[src/core/pll_reconfig_pkg.sv]
package pll_reconfig_pkg;

  // Scan chain geometry.
  localparam int CHAIN_LEN = 144;
  localparam logic [7:0] CHAIN_MSB = 8'h8f;
  localparam logic [7:0] GRP_BASE = 8'h12;
  localparam logic [7:0] GRP_STRIDE = 8'h12;
  localparam logic [7:0] GRP_HALF = 8'h09;
  localparam logic [7:0] MODE_POS = 8'h08;
  localparam logic [7:0] CP_LSB = 8'h0f;
  localparam logic [7:0] LFR_LSB = 8'h04;
  localparam logic [7:0] LFC_LSB = 8'h02;
  localparam logic [7:0] POST_LSB = 8'h09;
  localparam logic [4:0] CNT_W = 5'h08;
  localparam logic [4:0] MODE_W = 5'h01;
  localparam logic [4:0] NOMINAL_W = 5'h12;
  localparam logic [4:0] CP_W = 5'h03;
  localparam logic [4:0] LFR_W = 5'h05;
  localparam logic [4:0] LFC_W = 5'h02;
  localparam logic [4:0] POST_W = 5'h01;
  localparam logic [4:0] NO_W = 5'h00;
  localparam logic [CHAIN_LEN-1:0] CHAIN_RESET = 144'h0;
  localparam logic [17:0] NOMINAL_BYPASS = 18'h00100;

  // Counter select codes.
  localparam logic [3:0] CNT_C0 = 4'h0;
  localparam logic [3:0] CNT_C4 = 4'h4;
  localparam logic [3:0] CNT_M = 4'h5;
  localparam logic [3:0] CNT_N = 4'h6;
  localparam logic [3:0] CNT_CPLF = 4'h7;
  localparam logic [3:0] CNT_VCO = 4'h8;
  localparam logic [3:0] SLOT_OFS = 4'h2;

  // Parameter select codes.
  localparam logic [2:0] PRM_HIGH = 3'h0;
  localparam logic [2:0] PRM_LOW = 3'h1;
  localparam logic [2:0] PRM_BYPASS = 3'h2;
  localparam logic [2:0] PRM_ODD = 3'h3;
  localparam logic [2:0] PRM_NOMINAL = 3'h4;
  localparam logic [2:0] PRM_CP = 3'h0;
  localparam logic [2:0] PRM_LFR = 3'h1;
  localparam logic [2:0] PRM_LFC = 3'h2;
  localparam logic [2:0] PRM_POST = 3'h0;

  // Register map and fields.
  localparam logic [7:0] OFS_CONTROL = 8'h00;
  localparam logic [7:0] OFS_COMMAND = 8'h04;
  localparam logic [7:0] OFS_PHASE = 8'h08;
  localparam logic [7:0] OFS_STATUS = 8'h0c;
  localparam logic [7:0] OFS_READ_DATA = 8'h10;
  localparam logic [31:0] CONTROL_MASK = 32'h0001ff7f;
  localparam logic [31:0] PHASE_MASK = 32'h000000f3;
  localparam int CTL_PRM_LSB = 4;
  localparam int CTL_DATA_LSB = 8;
  localparam int CMD_WRITE_BIT = 0;
  localparam int CMD_READ_BIT = 1;
  localparam int CMD_APPLY_BIT = 2;
  localparam int PH_REQ_BIT = 0;
  localparam int PH_DIR_BIT = 1;
  localparam int PH_SEL_LSB = 4;
  localparam logic [1:0] RESP_OKAY = 2'b00;
  localparam logic [1:0] RESP_DECERR = 2'b11;

  // Phase step settle time after the step pulse, a least time.
  localparam int CLK_PERIOD_PS = 5000;
  localparam int PHASE_SETTLE_PS = 10000;
  localparam int SETTLE_RAW = (PHASE_SETTLE_PS + CLK_PERIOD_PS - 1) / CLK_PERIOD_PS;
  localparam logic [3:0] PHASE_SETTLE_CYCLES = 4'((SETTLE_RAW < 1) ? 1 : SETTLE_RAW);

  typedef enum logic [1:0] {
    OP_IDLE = 2'b00,
    OP_SHIFT = 2'b01,
    OP_APPLY = 2'b10
  } op_state_e;

  typedef enum logic [1:0] {
    PH_IDLE = 2'b00,
    PH_ARM = 2'b01,
    PH_SHIFT = 2'b10
  } phase_state_e;

  typedef struct packed {
    logic [7:0] lo;
    logic [4:0] width;
    logic rev;
  } chain_field_s;

  typedef struct packed {
    logic dir;
    logic [3:0] sel;
  } phase_target_s;

endpackage : pll_reconfig_pkg

[src/core/pll_reconfig_ctrl.sv]
// Our own choices: the AXI4-Lite register port and the placing of the registers.
`timescale 1ns/100ps
// Behaviour
// - Write strobe sampled on rising clock; one cycle writes the parameter once.
// - Apply strobe sampled on rising clock; one cycle loads the counters once.
// - Read shifts the selected chain bits out serially, chosen by counter and parameter.
// - Read strobe sampled on rising clock; one cycle reads the parameter once.
// - Reading leaves the stored chain bits unchanged.
// - Busy rises on any operation until done; inputs ignored meanwhile.
// - Applying the configuration never changes the chain.
// - A phase step moves the chosen output by one eighth VCO period.
// - Output clocks keep running during a phase step.
// - Step request latched on falling edge; held at least two cycles.
// - Second rising edge after latch captures direction and target, starts shift.
// - Complete flag falls at that edge and stays low until shift ends.
// - Complete low time may be shorter or longer than one cycle.
// - One shift per request pulse; next only after complete rises again.
// - Chain is 144 bits; bit 143 enters first, bit 0 last.
// - Seven counters hold two 9-bit groups each, bits 143 down to 18.
// - Below counters: pump current, reserved, post divider, resistor, capacitor, reserved.
// - M or N nominal counts derived automatically; one sets bypass.
// - Configuration updated from the chain synchronously when apply takes effect.
// - Counter select 4 bits, parameter select 3 bits, data 9 bits.
module pll_reconfig_ctrl
  import pll_reconfig_pkg::*;
(
  input wire logic clk,
  input wire logic srst,
  input wire logic [7:0] s_axi_awaddr,
  input wire logic s_axi_awvalid,
  output logic s_axi_awready,
  input wire logic [31:0] s_axi_wdata,
  input wire logic [3:0] s_axi_wstrb,
  input wire logic s_axi_wvalid,
  output logic s_axi_wready,
  output logic [1:0] s_axi_bresp,
  output logic s_axi_bvalid,
  input wire logic s_axi_bready,
  input wire logic [7:0] s_axi_araddr,
  input wire logic s_axi_arvalid,
  output logic s_axi_arready,
  output logic [31:0] s_axi_rdata,
  output logic [1:0] s_axi_rresp,
  output logic s_axi_rvalid,
  input wire logic s_axi_rready,
  output logic [CHAIN_LEN-1:0] pll_config,
  output logic scan_out_bit,
  output logic scan_out_valid,
  output logic busy,
  output logic phase_shift_pulse,
  output phase_target_s phase_target,
  output logic phase_step_complete
);

  // Maps a counter and parameter selection onto a run of chain bits.
  function automatic chain_field_s decode_field(input logic [3:0] sel, input logic [2:0] prm);
    logic [3:0] slot;
    logic [7:0] grp_hi;
    logic [7:0] grp_lo;
    chain_field_s f;
    slot = (sel == CNT_N) ? 4'h0 : (sel == CNT_M) ? 4'h1 : 4'(sel + SLOT_OFS);
    grp_hi = 8'(GRP_BASE + 8'(GRP_STRIDE * {4'h0, slot}));
    grp_lo = 8'(grp_hi + GRP_HALF);
    f = '{lo: 8'h00, width: NO_W, rev: 1'b0};
    if (sel <= CNT_N) begin
      case (prm)
        PRM_HIGH: f = '{lo: grp_hi, width: CNT_W, rev: 1'b0};
        PRM_LOW: f = '{lo: grp_lo, width: CNT_W, rev: 1'b0};
        PRM_BYPASS: f = '{lo: 8'(grp_hi + MODE_POS), width: MODE_W, rev: 1'b0};
        PRM_ODD: f = '{lo: 8'(grp_lo + MODE_POS), width: MODE_W, rev: 1'b0};
        PRM_NOMINAL: begin
          if (sel == CNT_M || sel == CNT_N) begin
            f = '{lo: grp_hi, width: NOMINAL_W, rev: 1'b0};
          end
        end
        default: f = '{lo: 8'h00, width: NO_W, rev: 1'b0};
      endcase
    end else if (sel == CNT_CPLF) begin
      // Resistor and capacitor fields run lowest-index bit at the top.
      case (prm)
        PRM_CP: f = '{lo: CP_LSB, width: CP_W, rev: 1'b0};
        PRM_LFR: f = '{lo: LFR_LSB, width: LFR_W, rev: 1'b1};
        PRM_LFC: f = '{lo: LFC_LSB, width: LFC_W, rev: 1'b1};
        default: f = '{lo: 8'h00, width: NO_W, rev: 1'b0};
      endcase
    end else if (sel == CNT_VCO && prm == PRM_POST) begin
      f = '{lo: POST_LSB, width: POST_W, rev: 1'b0};
    end
    return f;
  endfunction : decode_field

  // Splits an M or N nominal count into both groups: {odd, low, bypass, high}.
  function automatic logic [17:0] nominal_value(input logic [8:0] n);
    logic [9:0] sum;
    logic [7:0] high;
    logic [8:0] low;
    sum = {1'b0, n} + 10'h001;
    high = sum[8:1];
    low = n - {1'b0, high};
    if (n == 9'h001) begin
      return NOMINAL_BYPASS;
    end
    return {n[0], low[7:0], 1'b0, high};
  endfunction : nominal_value

  // AXI4-Lite slave state.
  logic aw_have_reg, aw_have_next, w_have_reg, w_have_next;
  logic awready_reg, awready_next, wready_reg, wready_next;
  logic bvalid_reg, bvalid_next;
  logic [1:0] bresp_reg;
  logic [7:0] awaddr_reg;
  logic [31:0] wdata_reg;
  logic [3:0] wstrb_reg;
  logic arready_reg, arready_next, rvalid_reg, rvalid_next;
  logic [31:0] rdata_reg;
  logic [1:0] rresp_reg;
  logic [31:0] control_reg, phase_reg;

  // Transfer fires and register selects.
  wire aw_fire = s_axi_awvalid & awready_reg;
  wire w_fire = s_axi_wvalid & wready_reg;
  wire ar_fire = s_axi_arvalid & arready_reg;
  wire wr_commit = aw_have_reg & w_have_reg & ~bvalid_reg;
  wire [7:0] aw_word = {awaddr_reg[7:2], 2'b00};
  wire [7:0] ar_word = {s_axi_araddr[7:2], 2'b00};
  wire sel_ctl = (aw_word == OFS_CONTROL);
  wire sel_cmd = (aw_word == OFS_COMMAND);
  wire sel_ph = (aw_word == OFS_PHASE);
  wire aw_mapped = sel_ctl | sel_cmd | sel_ph | (aw_word == OFS_STATUS) |
                   (aw_word == OFS_READ_DATA);
  wire [31:0] strb_mask = {{8{wstrb_reg[3]}}, {8{wstrb_reg[2]}},
                           {8{wstrb_reg[1]}}, {8{wstrb_reg[0]}}};
  wire [31:0] control_next = ((control_reg & ~strb_mask) | (wdata_reg & strb_mask)) &
                             CONTROL_MASK;
  wire [31:0] phase_next = ((phase_reg & ~strb_mask) | (wdata_reg & strb_mask)) & PHASE_MASK;

  // Command strobes live one cycle only, so each request acts at most once; one that arrives while busy is dropped.
  wire cmd_go = wr_commit & sel_cmd & wstrb_reg[0];
  wire cmd_write = cmd_go & wdata_reg[CMD_WRITE_BIT];
  wire cmd_read = cmd_go & wdata_reg[CMD_READ_BIT];
  wire cmd_apply = cmd_go & wdata_reg[CMD_APPLY_BIT];
  wire cmd_any = cmd_write | cmd_read | cmd_apply;

  // Handshake next-state terms; address and data may arrive in either order.
  assign aw_have_next = (aw_have_reg | aw_fire) & ~wr_commit;
  assign w_have_next = (w_have_reg | w_fire) & ~wr_commit;
  assign bvalid_next = wr_commit | (bvalid_reg & ~s_axi_bready);
  assign awready_next = ~aw_have_next & ~bvalid_next;
  assign wready_next = ~w_have_next & ~bvalid_next;
  assign rvalid_next = ar_fire | (rvalid_reg & ~s_axi_rready);
  assign arready_next = ~rvalid_next;

  // Scan engine state.
  op_state_e op_state_reg, op_state_next;
  logic [CHAIN_LEN-1:0] chain_reg, chain_snap_reg, pll_config_reg;
  logic [7:0] bit_cnt_reg;
  chain_field_s op_field_reg;
  logic [17:0] op_val_reg;
  logic op_is_write_reg;
  logic busy_reg;
  logic [17:0] read_data_reg;
  logic read_valid_reg;
  logic scan_out_bit_reg, scan_out_valid_reg;

  // Phase step state.
  phase_state_e ph_state_reg;
  logic step_fall_reg, armed_reg;
  logic phase_pulse_reg, phase_complete_reg;
  phase_target_s phase_target_reg;
  logic [3:0] settle_cnt_reg;

  // Status read mux.
  wire [31:0] status_word = {29'h0, read_valid_reg, phase_complete_reg, busy_reg};
  wire [31:0] rd_mux = (ar_word == OFS_CONTROL) ? control_reg :
                       (ar_word == OFS_PHASE) ? phase_reg :
                       (ar_word == OFS_STATUS) ? status_word :
                       (ar_word == OFS_READ_DATA) ? {14'h0, read_data_reg} : 32'h0;
  wire ar_mapped = (ar_word == OFS_CONTROL) | (ar_word == OFS_COMMAND) |
                   (ar_word == OFS_PHASE) | (ar_word == OFS_STATUS) |
                   (ar_word == OFS_READ_DATA);

  // AXI channel registers.
  always_ff @(posedge clk) begin
    if (srst) begin
      aw_have_reg <= 1'b0;
      w_have_reg <= 1'b0;
      awready_reg <= 1'b0;
      wready_reg <= 1'b0;
      bvalid_reg <= 1'b0;
      arready_reg <= 1'b0;
      rvalid_reg <= 1'b0;
    end else begin
      aw_have_reg <= aw_have_next;
      w_have_reg <= w_have_next;
      awready_reg <= awready_next;
      wready_reg <= wready_next;
      bvalid_reg <= bvalid_next;
      arready_reg <= arready_next;
      rvalid_reg <= rvalid_next;
    end
  end

  // Payload capture; these need no reset since valid flags guard them.
  always_ff @(posedge clk) begin
    if (aw_fire) awaddr_reg <= s_axi_awaddr;
    if (w_fire) wdata_reg <= s_axi_wdata;
    if (w_fire) wstrb_reg <= s_axi_wstrb;
    if (wr_commit) bresp_reg <= aw_mapped ? RESP_OKAY : RESP_DECERR;
    if (ar_fire) rdata_reg <= rd_mux;
    if (ar_fire) rresp_reg <= ar_mapped ? RESP_OKAY : RESP_DECERR;
  end

  // Software-written control words; the selection is latched again at start.
  always_ff @(posedge clk) begin
    if (srst) begin
      control_reg <= 32'h0;
      phase_reg <= 32'h0;
    end else begin
      if (wr_commit && sel_ctl) control_reg <= control_next;
      if (wr_commit && sel_ph) phase_reg <= phase_next;
    end
  end

  // Operation start; write beats read beats apply, and all wait for idle.
  wire op_idle = (op_state_reg == OP_IDLE);
  wire start_write = cmd_write & op_idle;
  wire start_read = cmd_read & ~cmd_write & op_idle;
  wire start_apply = cmd_apply & ~cmd_write & ~cmd_read & op_idle;
  wire start_shift = start_write | start_read;
  wire [3:0] req_sel = control_reg[3:0];
  wire [2:0] req_prm = control_reg[CTL_PRM_LSB +: 3];
  wire [8:0] req_data = control_reg[CTL_DATA_LSB +: 9];
  wire chain_field_s req_field = decode_field(req_sel, req_prm);
  wire [17:0] req_val = (req_prm == PRM_NOMINAL) ? nominal_value(req_data) : {9'h0, req_data};

  // The chain rotates once round; bit 143 leaves first and returns as bit 0.
  wire [7:0] pos = CHAIN_MSB - bit_cnt_reg;
  wire [7:0] rel = pos - op_field_reg.lo;
  wire in_field = (pos >= op_field_reg.lo) && (rel < {3'h0, op_field_reg.width});
  wire [4:0] vidx = op_field_reg.rev ? 5'(op_field_reg.width - 5'h01 - rel[4:0]) : rel[4:0];
  wire out_bit = chain_reg[CHAIN_LEN-1];
  wire new_bit = (op_is_write_reg && in_field) ? op_val_reg[vidx] : out_bit;
  wire shift_last = (bit_cnt_reg == CHAIN_MSB);

  // Operation state next value.
  always_comb begin
    op_state_next = op_state_reg;
    case (op_state_reg)
      OP_IDLE: begin
        if (start_shift) op_state_next = OP_SHIFT;
        else if (start_apply) op_state_next = OP_APPLY;
      end
      OP_SHIFT: begin
        if (shift_last) op_state_next = OP_IDLE;
      end
      OP_APPLY: op_state_next = OP_IDLE;
      default: op_state_next = OP_IDLE;
    endcase
  end

  // Scan engine control.
  always_ff @(posedge clk) begin
    if (srst) begin
      op_state_reg <= OP_IDLE;
      busy_reg <= 1'b0;
      bit_cnt_reg <= 8'h00;
      op_is_write_reg <= 1'b0;
      op_field_reg <= '{lo: 8'h00, width: NO_W, rev: 1'b0};
      op_val_reg <= 18'h0;
    end else begin
      op_state_reg <= op_state_next;
      busy_reg <= (op_state_next != OP_IDLE);
      if (start_shift) begin
        bit_cnt_reg <= 8'h00;
        op_is_write_reg <= start_write;
        op_field_reg <= req_field;
        op_val_reg <= req_val;
      end else if (op_state_reg == OP_SHIFT) begin
        bit_cnt_reg <= 8'(bit_cnt_reg + 8'h01);
      end
    end
  end

  // Chain, configuration and read-back storage.
  always_ff @(posedge clk) begin
    if (srst) begin
      chain_reg <= CHAIN_RESET;
      chain_snap_reg <= CHAIN_RESET;
      pll_config_reg <= CHAIN_RESET;
    end else begin
      if (start_shift) chain_snap_reg <= chain_reg;
      if (op_state_reg == OP_SHIFT) chain_reg <= {chain_reg[CHAIN_LEN-2:0], new_bit};
      if (op_state_reg == OP_APPLY) pll_config_reg <= chain_reg;
    end
  end

  // Serial output and the collected read word, most significant bit first.
  always_ff @(posedge clk) begin
    if (srst) begin
      scan_out_bit_reg <= 1'b0;
      scan_out_valid_reg <= 1'b0;
      read_data_reg <= 18'h0;
      read_valid_reg <= 1'b0;
    end else begin
      scan_out_valid_reg <= (op_state_reg == OP_SHIFT) & ~op_is_write_reg & in_field;
      scan_out_bit_reg <= out_bit;
      if (start_read) begin
        read_data_reg <= 18'h0;
        read_valid_reg <= 1'b0;
      end else if (op_state_reg == OP_SHIFT && !op_is_write_reg) begin
        if (in_field) read_data_reg <= {read_data_reg[16:0], out_bit};
        if (shift_last) read_valid_reg <= 1'b1;
      end
    end
  end

  // Step request is latched on the falling edge, half a cycle before use.
  always_ff @(negedge clk) begin
    if (srst) begin
      step_fall_reg <= 1'b0;
    end else begin
      step_fall_reg <= phase_reg[PH_REQ_BIT];
    end
  end

  // One step per request: the request must drop before it can arm again.
  wire step_seen = (ph_state_reg == PH_IDLE) & step_fall_reg & armed_reg;

  // Phase step sequencer; the output clocks are never gated by it.
  always_ff @(posedge clk) begin
    if (srst) begin
      ph_state_reg <= PH_IDLE;
      armed_reg <= 1'b0;
      phase_pulse_reg <= 1'b0;
      phase_complete_reg <= 1'b1;
      phase_target_reg <= '{dir: 1'b0, sel: 4'h0};
      settle_cnt_reg <= 4'h0;
    end else begin
      phase_pulse_reg <= 1'b0;
      if (step_seen) armed_reg <= 1'b0;
      else if (!step_fall_reg) armed_reg <= 1'b1;
      case (ph_state_reg)
        PH_IDLE: begin
          if (step_seen) ph_state_reg <= PH_ARM;
        end
        PH_ARM: begin
          phase_target_reg <= '{dir: phase_reg[PH_DIR_BIT], sel: phase_reg[PH_SEL_LSB +: 4]};
          phase_pulse_reg <= 1'b1;
          phase_complete_reg <= 1'b0;
          settle_cnt_reg <= PHASE_SETTLE_CYCLES - 4'h1;
          ph_state_reg <= PH_SHIFT;
        end
        PH_SHIFT: begin
          if (settle_cnt_reg == 4'h0) begin
            phase_complete_reg <= 1'b1;
            ph_state_reg <= PH_IDLE;
          end else begin
            settle_cnt_reg <= settle_cnt_reg - 4'h1;
          end
        end
        default: ph_state_reg <= PH_IDLE;
      endcase
    end
  end

  // Outputs, all straight from flip-flops.
  assign s_axi_awready = awready_reg;
  assign s_axi_wready = wready_reg;
  assign s_axi_bvalid = bvalid_reg;
  assign s_axi_bresp = bresp_reg;
  assign s_axi_arready = arready_reg;
  assign s_axi_rvalid = rvalid_reg;
  assign s_axi_rdata = rdata_reg;
  assign s_axi_rresp = rresp_reg;
  assign pll_config = pll_config_reg;
  assign scan_out_bit = scan_out_bit_reg;
  assign scan_out_valid = scan_out_valid_reg;
  assign busy = busy_reg;
  assign phase_shift_pulse = phase_pulse_reg;
  assign phase_target = phase_target_reg;
  assign phase_step_complete = phase_complete_reg;
endmodule : pll_reconfig_ctrl

[config.mk]
export PLATFORM = sky130hd
export DESIGN_NAME = pll_reconfig_ctrl
export DESIGN_NICKNAME = d
export VERILOG_FILES = /design/src/core/pll_reconfig_pkg.sv /design/src/core/pll_reconfig_ctrl.sv
export SDC_FILE = /design/constraint.sdc
export NUM_CORES = 1
export LEC_CHECK = 0
export ABC_CLOCK_PERIOD_IN_PS = 3200
export BUFFER_PORTS_ARGS = -buffer_cell sky130_fd_sc_hd__buf_2
export CAP_MARGIN = 20
export CORE_ASPECT_RATIO = 1.1
export CORE_UTILIZATION = 35
export CTS_CLUSTER_DIAMETER = 100
export DETAILED_ROUTE_END_ITERATION = 16
export REMOVE_ABC_BUFFERS = 1
export SYNTH_ARGS = -nofsm -noshare
export SYNTH_HDL_FRONTEND = slang
export SYNTH_SLANG_ARGS = --single-unit
[constraint.sdc]
create_clock -name clk -period 3.2 [get_ports clk]
set_clock_uncertainty 0.15 [all_clocks]
set_input_delay 0.96 -clock clk [delete_from_list [all_inputs] [get_ports clk]]
set_output_delay 0.96 -clock clk [all_outputs]
set_load 0.02 [all_outputs]
==> flow_summary_export.csv <==
group,metric,value,unit
sta,finalCritPeriodShare,98.82,%
sta,setup_tns,0,ns
power,switching_power,2.470,mW
synth,ys_types,73,
route,antenna_left,0,
synth,syn_avg_cell_area,8.392,sq um
worst_setup_path,critPathRequiredTime,3.49,ns
layout,layout.nets,2415,
clock_network,clockBufferDepth,3,
worst_setup_path,critPathMaxFanout,3,
power,pwr-share-comb,1.8,%
placement,io_buffer_count,219,
floorplan,pin_count,254,
global_routing,grt_pass1_vias,14105,
route,dr.pass1.iters,5,
power,p_int,8.922,mW
route,avgRoutedWirePerCell,15.13,um
layout,syn2layout_area_growth,21.59,%
floorplan,coreArea,0.05004,sq mm
global_routing,overflow,0,
clock_network,clkSlewWorstSetupHoldPaths,0.06,ns
synth,synthArstFlopShare,0,%
worst_setup_path,crit_chain,"ha_4, fa_2, fa_2, nand2_2, o21ai_4, mux4_2, mux2i_1, mux2i_1, a2111oi_2, nor4_1",
power,switching_share,21.68,%
synth,synth-seq-area-share,52.58,%
layout,final_common_cell,"nand2_1",
route,viasPerCell,4.915,
sta,hold_viol_final,0,
sta,setup_viol_count_final,0,
min_path,hp-class,"reg2reg",
power,power_density,528.1,mW/mm^2
worst_setup_path,path_buf_inv,0,
synth,synth_edf_count,46,
route,drc_errors,0,
global_routing,grtUsageTotal,17.08,%
placement,hpwl,29.84,mm
worst_setup_path,cp_top_family,"adder cells",
sta,final.min_clock_period,3.162,ns
global_routing,antenna_found_initial,0,
synth,ys.flop_type,"dfxtp_1",
layout,drive_gt1_share,18.44,%
sta,fmax,0.3162,GHz
floorplan,die_h,238.1,um
synth,yosys_register_bits,443,
flow_run,maxCapViolCount,0,
worst_setup_path,worst_setup_path_start_kind,"register",
placement,place.gp.congestion,0.8209,
worst_setup_path,cp.arrival,3.45,ns
route,routed.top_layer,"met4",
route,routed_wl,45.59,mm
sta,fin_hold_ws,0.2934,ns
sta,worstMarginPinSlew,0.9460,ns
global_routing,grt_pass1_wl,72.44,mm
route,wl_met1,19.84,mm
clock_network,cts_hold_buf,0,
worst_setup_path,cp-end-kind,"register",
clock_network,clock-sinks,443,
clock_network,h-tree-depth,2,
power,seq_power_share,49.6,%
power,clkPwrFrac,48.6,%
layout,final_cell_mix,"nand2_1 (663), dfxtp_1 (390), a21oi_1 (346), buf_2 (218), nor2_1 (93)",
clock_network,clock_latency,0.62,ns
placement,post-place-ws,-0.3513,ns
sta,setup_ws,0.03788,ns
sta,slew_headroom,36.93,%
clock_network,clock-root-buffer,"clkbuf_16",
sta,rsz0062_at_grt,"yes",
synth,yosysWarnings,0,
worst_setup_path,cp_slowest_cell,"fa_2",
worst_setup_path,criticalPathCategory,"reg2reg",
clock_network,tritoncts,"done",
floorplan,dieArea,0.05159,sq mm
power,total_leakage_power,8.184,nW
route,via_count,14809,
route,met2_length,22.28,mm
worst_setup_path,slowest_delay,0.54,ns
synth,synthCells,2114,
floorplan,die_w,216.7,um
route,wl_met3,2.183,mm
floorplan,num_rows,86,
clock_network,cts_made_buffers,48,
global_routing,grt_max_degree,146,
layout,nFillCells,4959,
synth,syn_area,0.01774,sq mm
layout,finish.utilization,43.11,%
power,vdd_drop_max,0.3841,mV
route,drt_iter0_markers,715,
sta,slew_viol_final,0,
layout,antenna_cells,0,
floorplan,initial_core_util,35.46,%
outcome,status,"finished, final reports clean",
## kinds of logic (layout without fill, tap and decap cells)
| logic type | count (synthesis) | count (layout) | share of synthesized area (%) |
|---|---|---|---|
| DFF | 443 | 443 | 52.58 |
| and+or+nand+nor | 882 | 882 | 20.45 |
| adders and majority gates | 41 | 41 | 3.019 |
| muxes | 43 | 43 | 2.645 |
| AOI/OAI and AO/OA | 458 | 458 | 14.20 |
| buffers and inverters | 199 | 425 | 4.718 |
| other | 1 | 14 | 0.02114 |
| xor gates and xnor gates | 47 | 47 | 2.363 |
## layer usage
layer,track usage (%),vias up
met2,28.95,305
met3,3.314,69
met4,5.933,0
met1,21.57,7035
li1,-,7400
met5,0,-
## cell usage after synthesis, types with 4 or more instances
master / count / area share (%)
clkbuf_1: 130 / 2.8
nor2b_1: 16 / 0.56
o21ai_0: 24 / 0.68
buf_4: 16 / 0.68
a21oi_1: 348 / 9.8
o211ai_1: 4 / 0.17
nor2_1: 94 / 2.0
and3_1: 5 / 0.18
ha_1: 38 / 2.7
nand3b_1: 4 / 0.17
o21a_1: 4 / 0.17
inv_1: 37 / 0.78
edfxtp_1: 46 / 7.8
nand4_1: 5 / 0.18
nor3_1: 20 / 0.56
o21ai_1: 8 / 0.23
mux2i_1: 39 / 2.2
and2_1: 8 / 0.28
a22o_1: 10 / 0.49
dfxtp_1: 397 / 45
xor2_1: 15 / 0.74
nor4_1: 8 / 0.28
nand2b_1: 13 / 0.46
nand4b_1: 4 / 0.20
buf_2: 5 / 0.14
a21o_1: 9 / 0.38
o22ai_1: 7 / 0.25
xnor2_1: 31 / 1.5
nand2_1: 664 / 14
a211oi_1: 11 / 0.47
a31oi_1: 7 / 0.25
buf_1: 8 / 0.17
nand3_1: 21 / 0.59
## through the flow
step / area [sq um] / total power [mW] / std cells
global placement: 19680 / 5.984 / 2913
detailed placement: 19680 / 5.988 / 2913
CTS: 21320 / 11.53 / 3003
finish: 21570 / 11.39 / 3013
global route: 21570 / 11.76 / 3013
floorplan: 17100 / 5.843 / 1966
## final cells by class
cell class                      count  area, sq um  share of cell area, %
Timing Repair Buffer              299         1866                  8.648
Clock inverter                     30        282.8                  1.311
Inverter                           37        138.9                 0.6439
Multi-Input combinational cell   1485         7818                  36.24
Sequential cell                   443         9338                  43.29
Clock buffer                       59         1303                  6.038
Tap cell                          660        825.8                  3.828
## worst register-to-register path, cell delays in order (launching register included)
cell,delay [ns]
dfxtp_2,0.33
ha_4,0.16
fa_2,0.46
fa_2,0.54
nand2_2,0.07
o21ai_4,0.12
mux4_2,0.54
mux2i_1,0.14
mux2i_1,0.11
a2111oi_2,0.30
nor4_1,0.09
## final timing paths
check | cells after the start | to | from | slack, ns
worst min-delay path | 2 | ph_state_reg[0] | armed_reg | 0.29
worst min register to register | 2 | ph_state_reg[0] | armed_reg | 0.29
worst max register to register | 10 | chain_reg[0] | op_field_reg[6] | 0.04
worst max-delay path | 10 | chain_reg[0] | op_field_reg[6] | 0.04
## power groups by stage
stage	sequential [mW]	clock [mW]	combinational (mW)
after floorplan	5.79	0.00391	0.0491
after global placement	5.78	0.00391	0.204
after detailed placement	5.78	0.00391	0.206
after CTS	5.65	5.67	0.206
after global routing	5.65	5.88	0.223
final	5.66	5.53	0.205
## what timing repair did
item / CTS / global route
gates cloned: 0 / 3
setup buffers: 2 / 7
setup endpoints to repair: 19 / 21
pin swaps: 6 / 15
resized for setup: 11 / 32
Power figures use the tool's default switching activity.
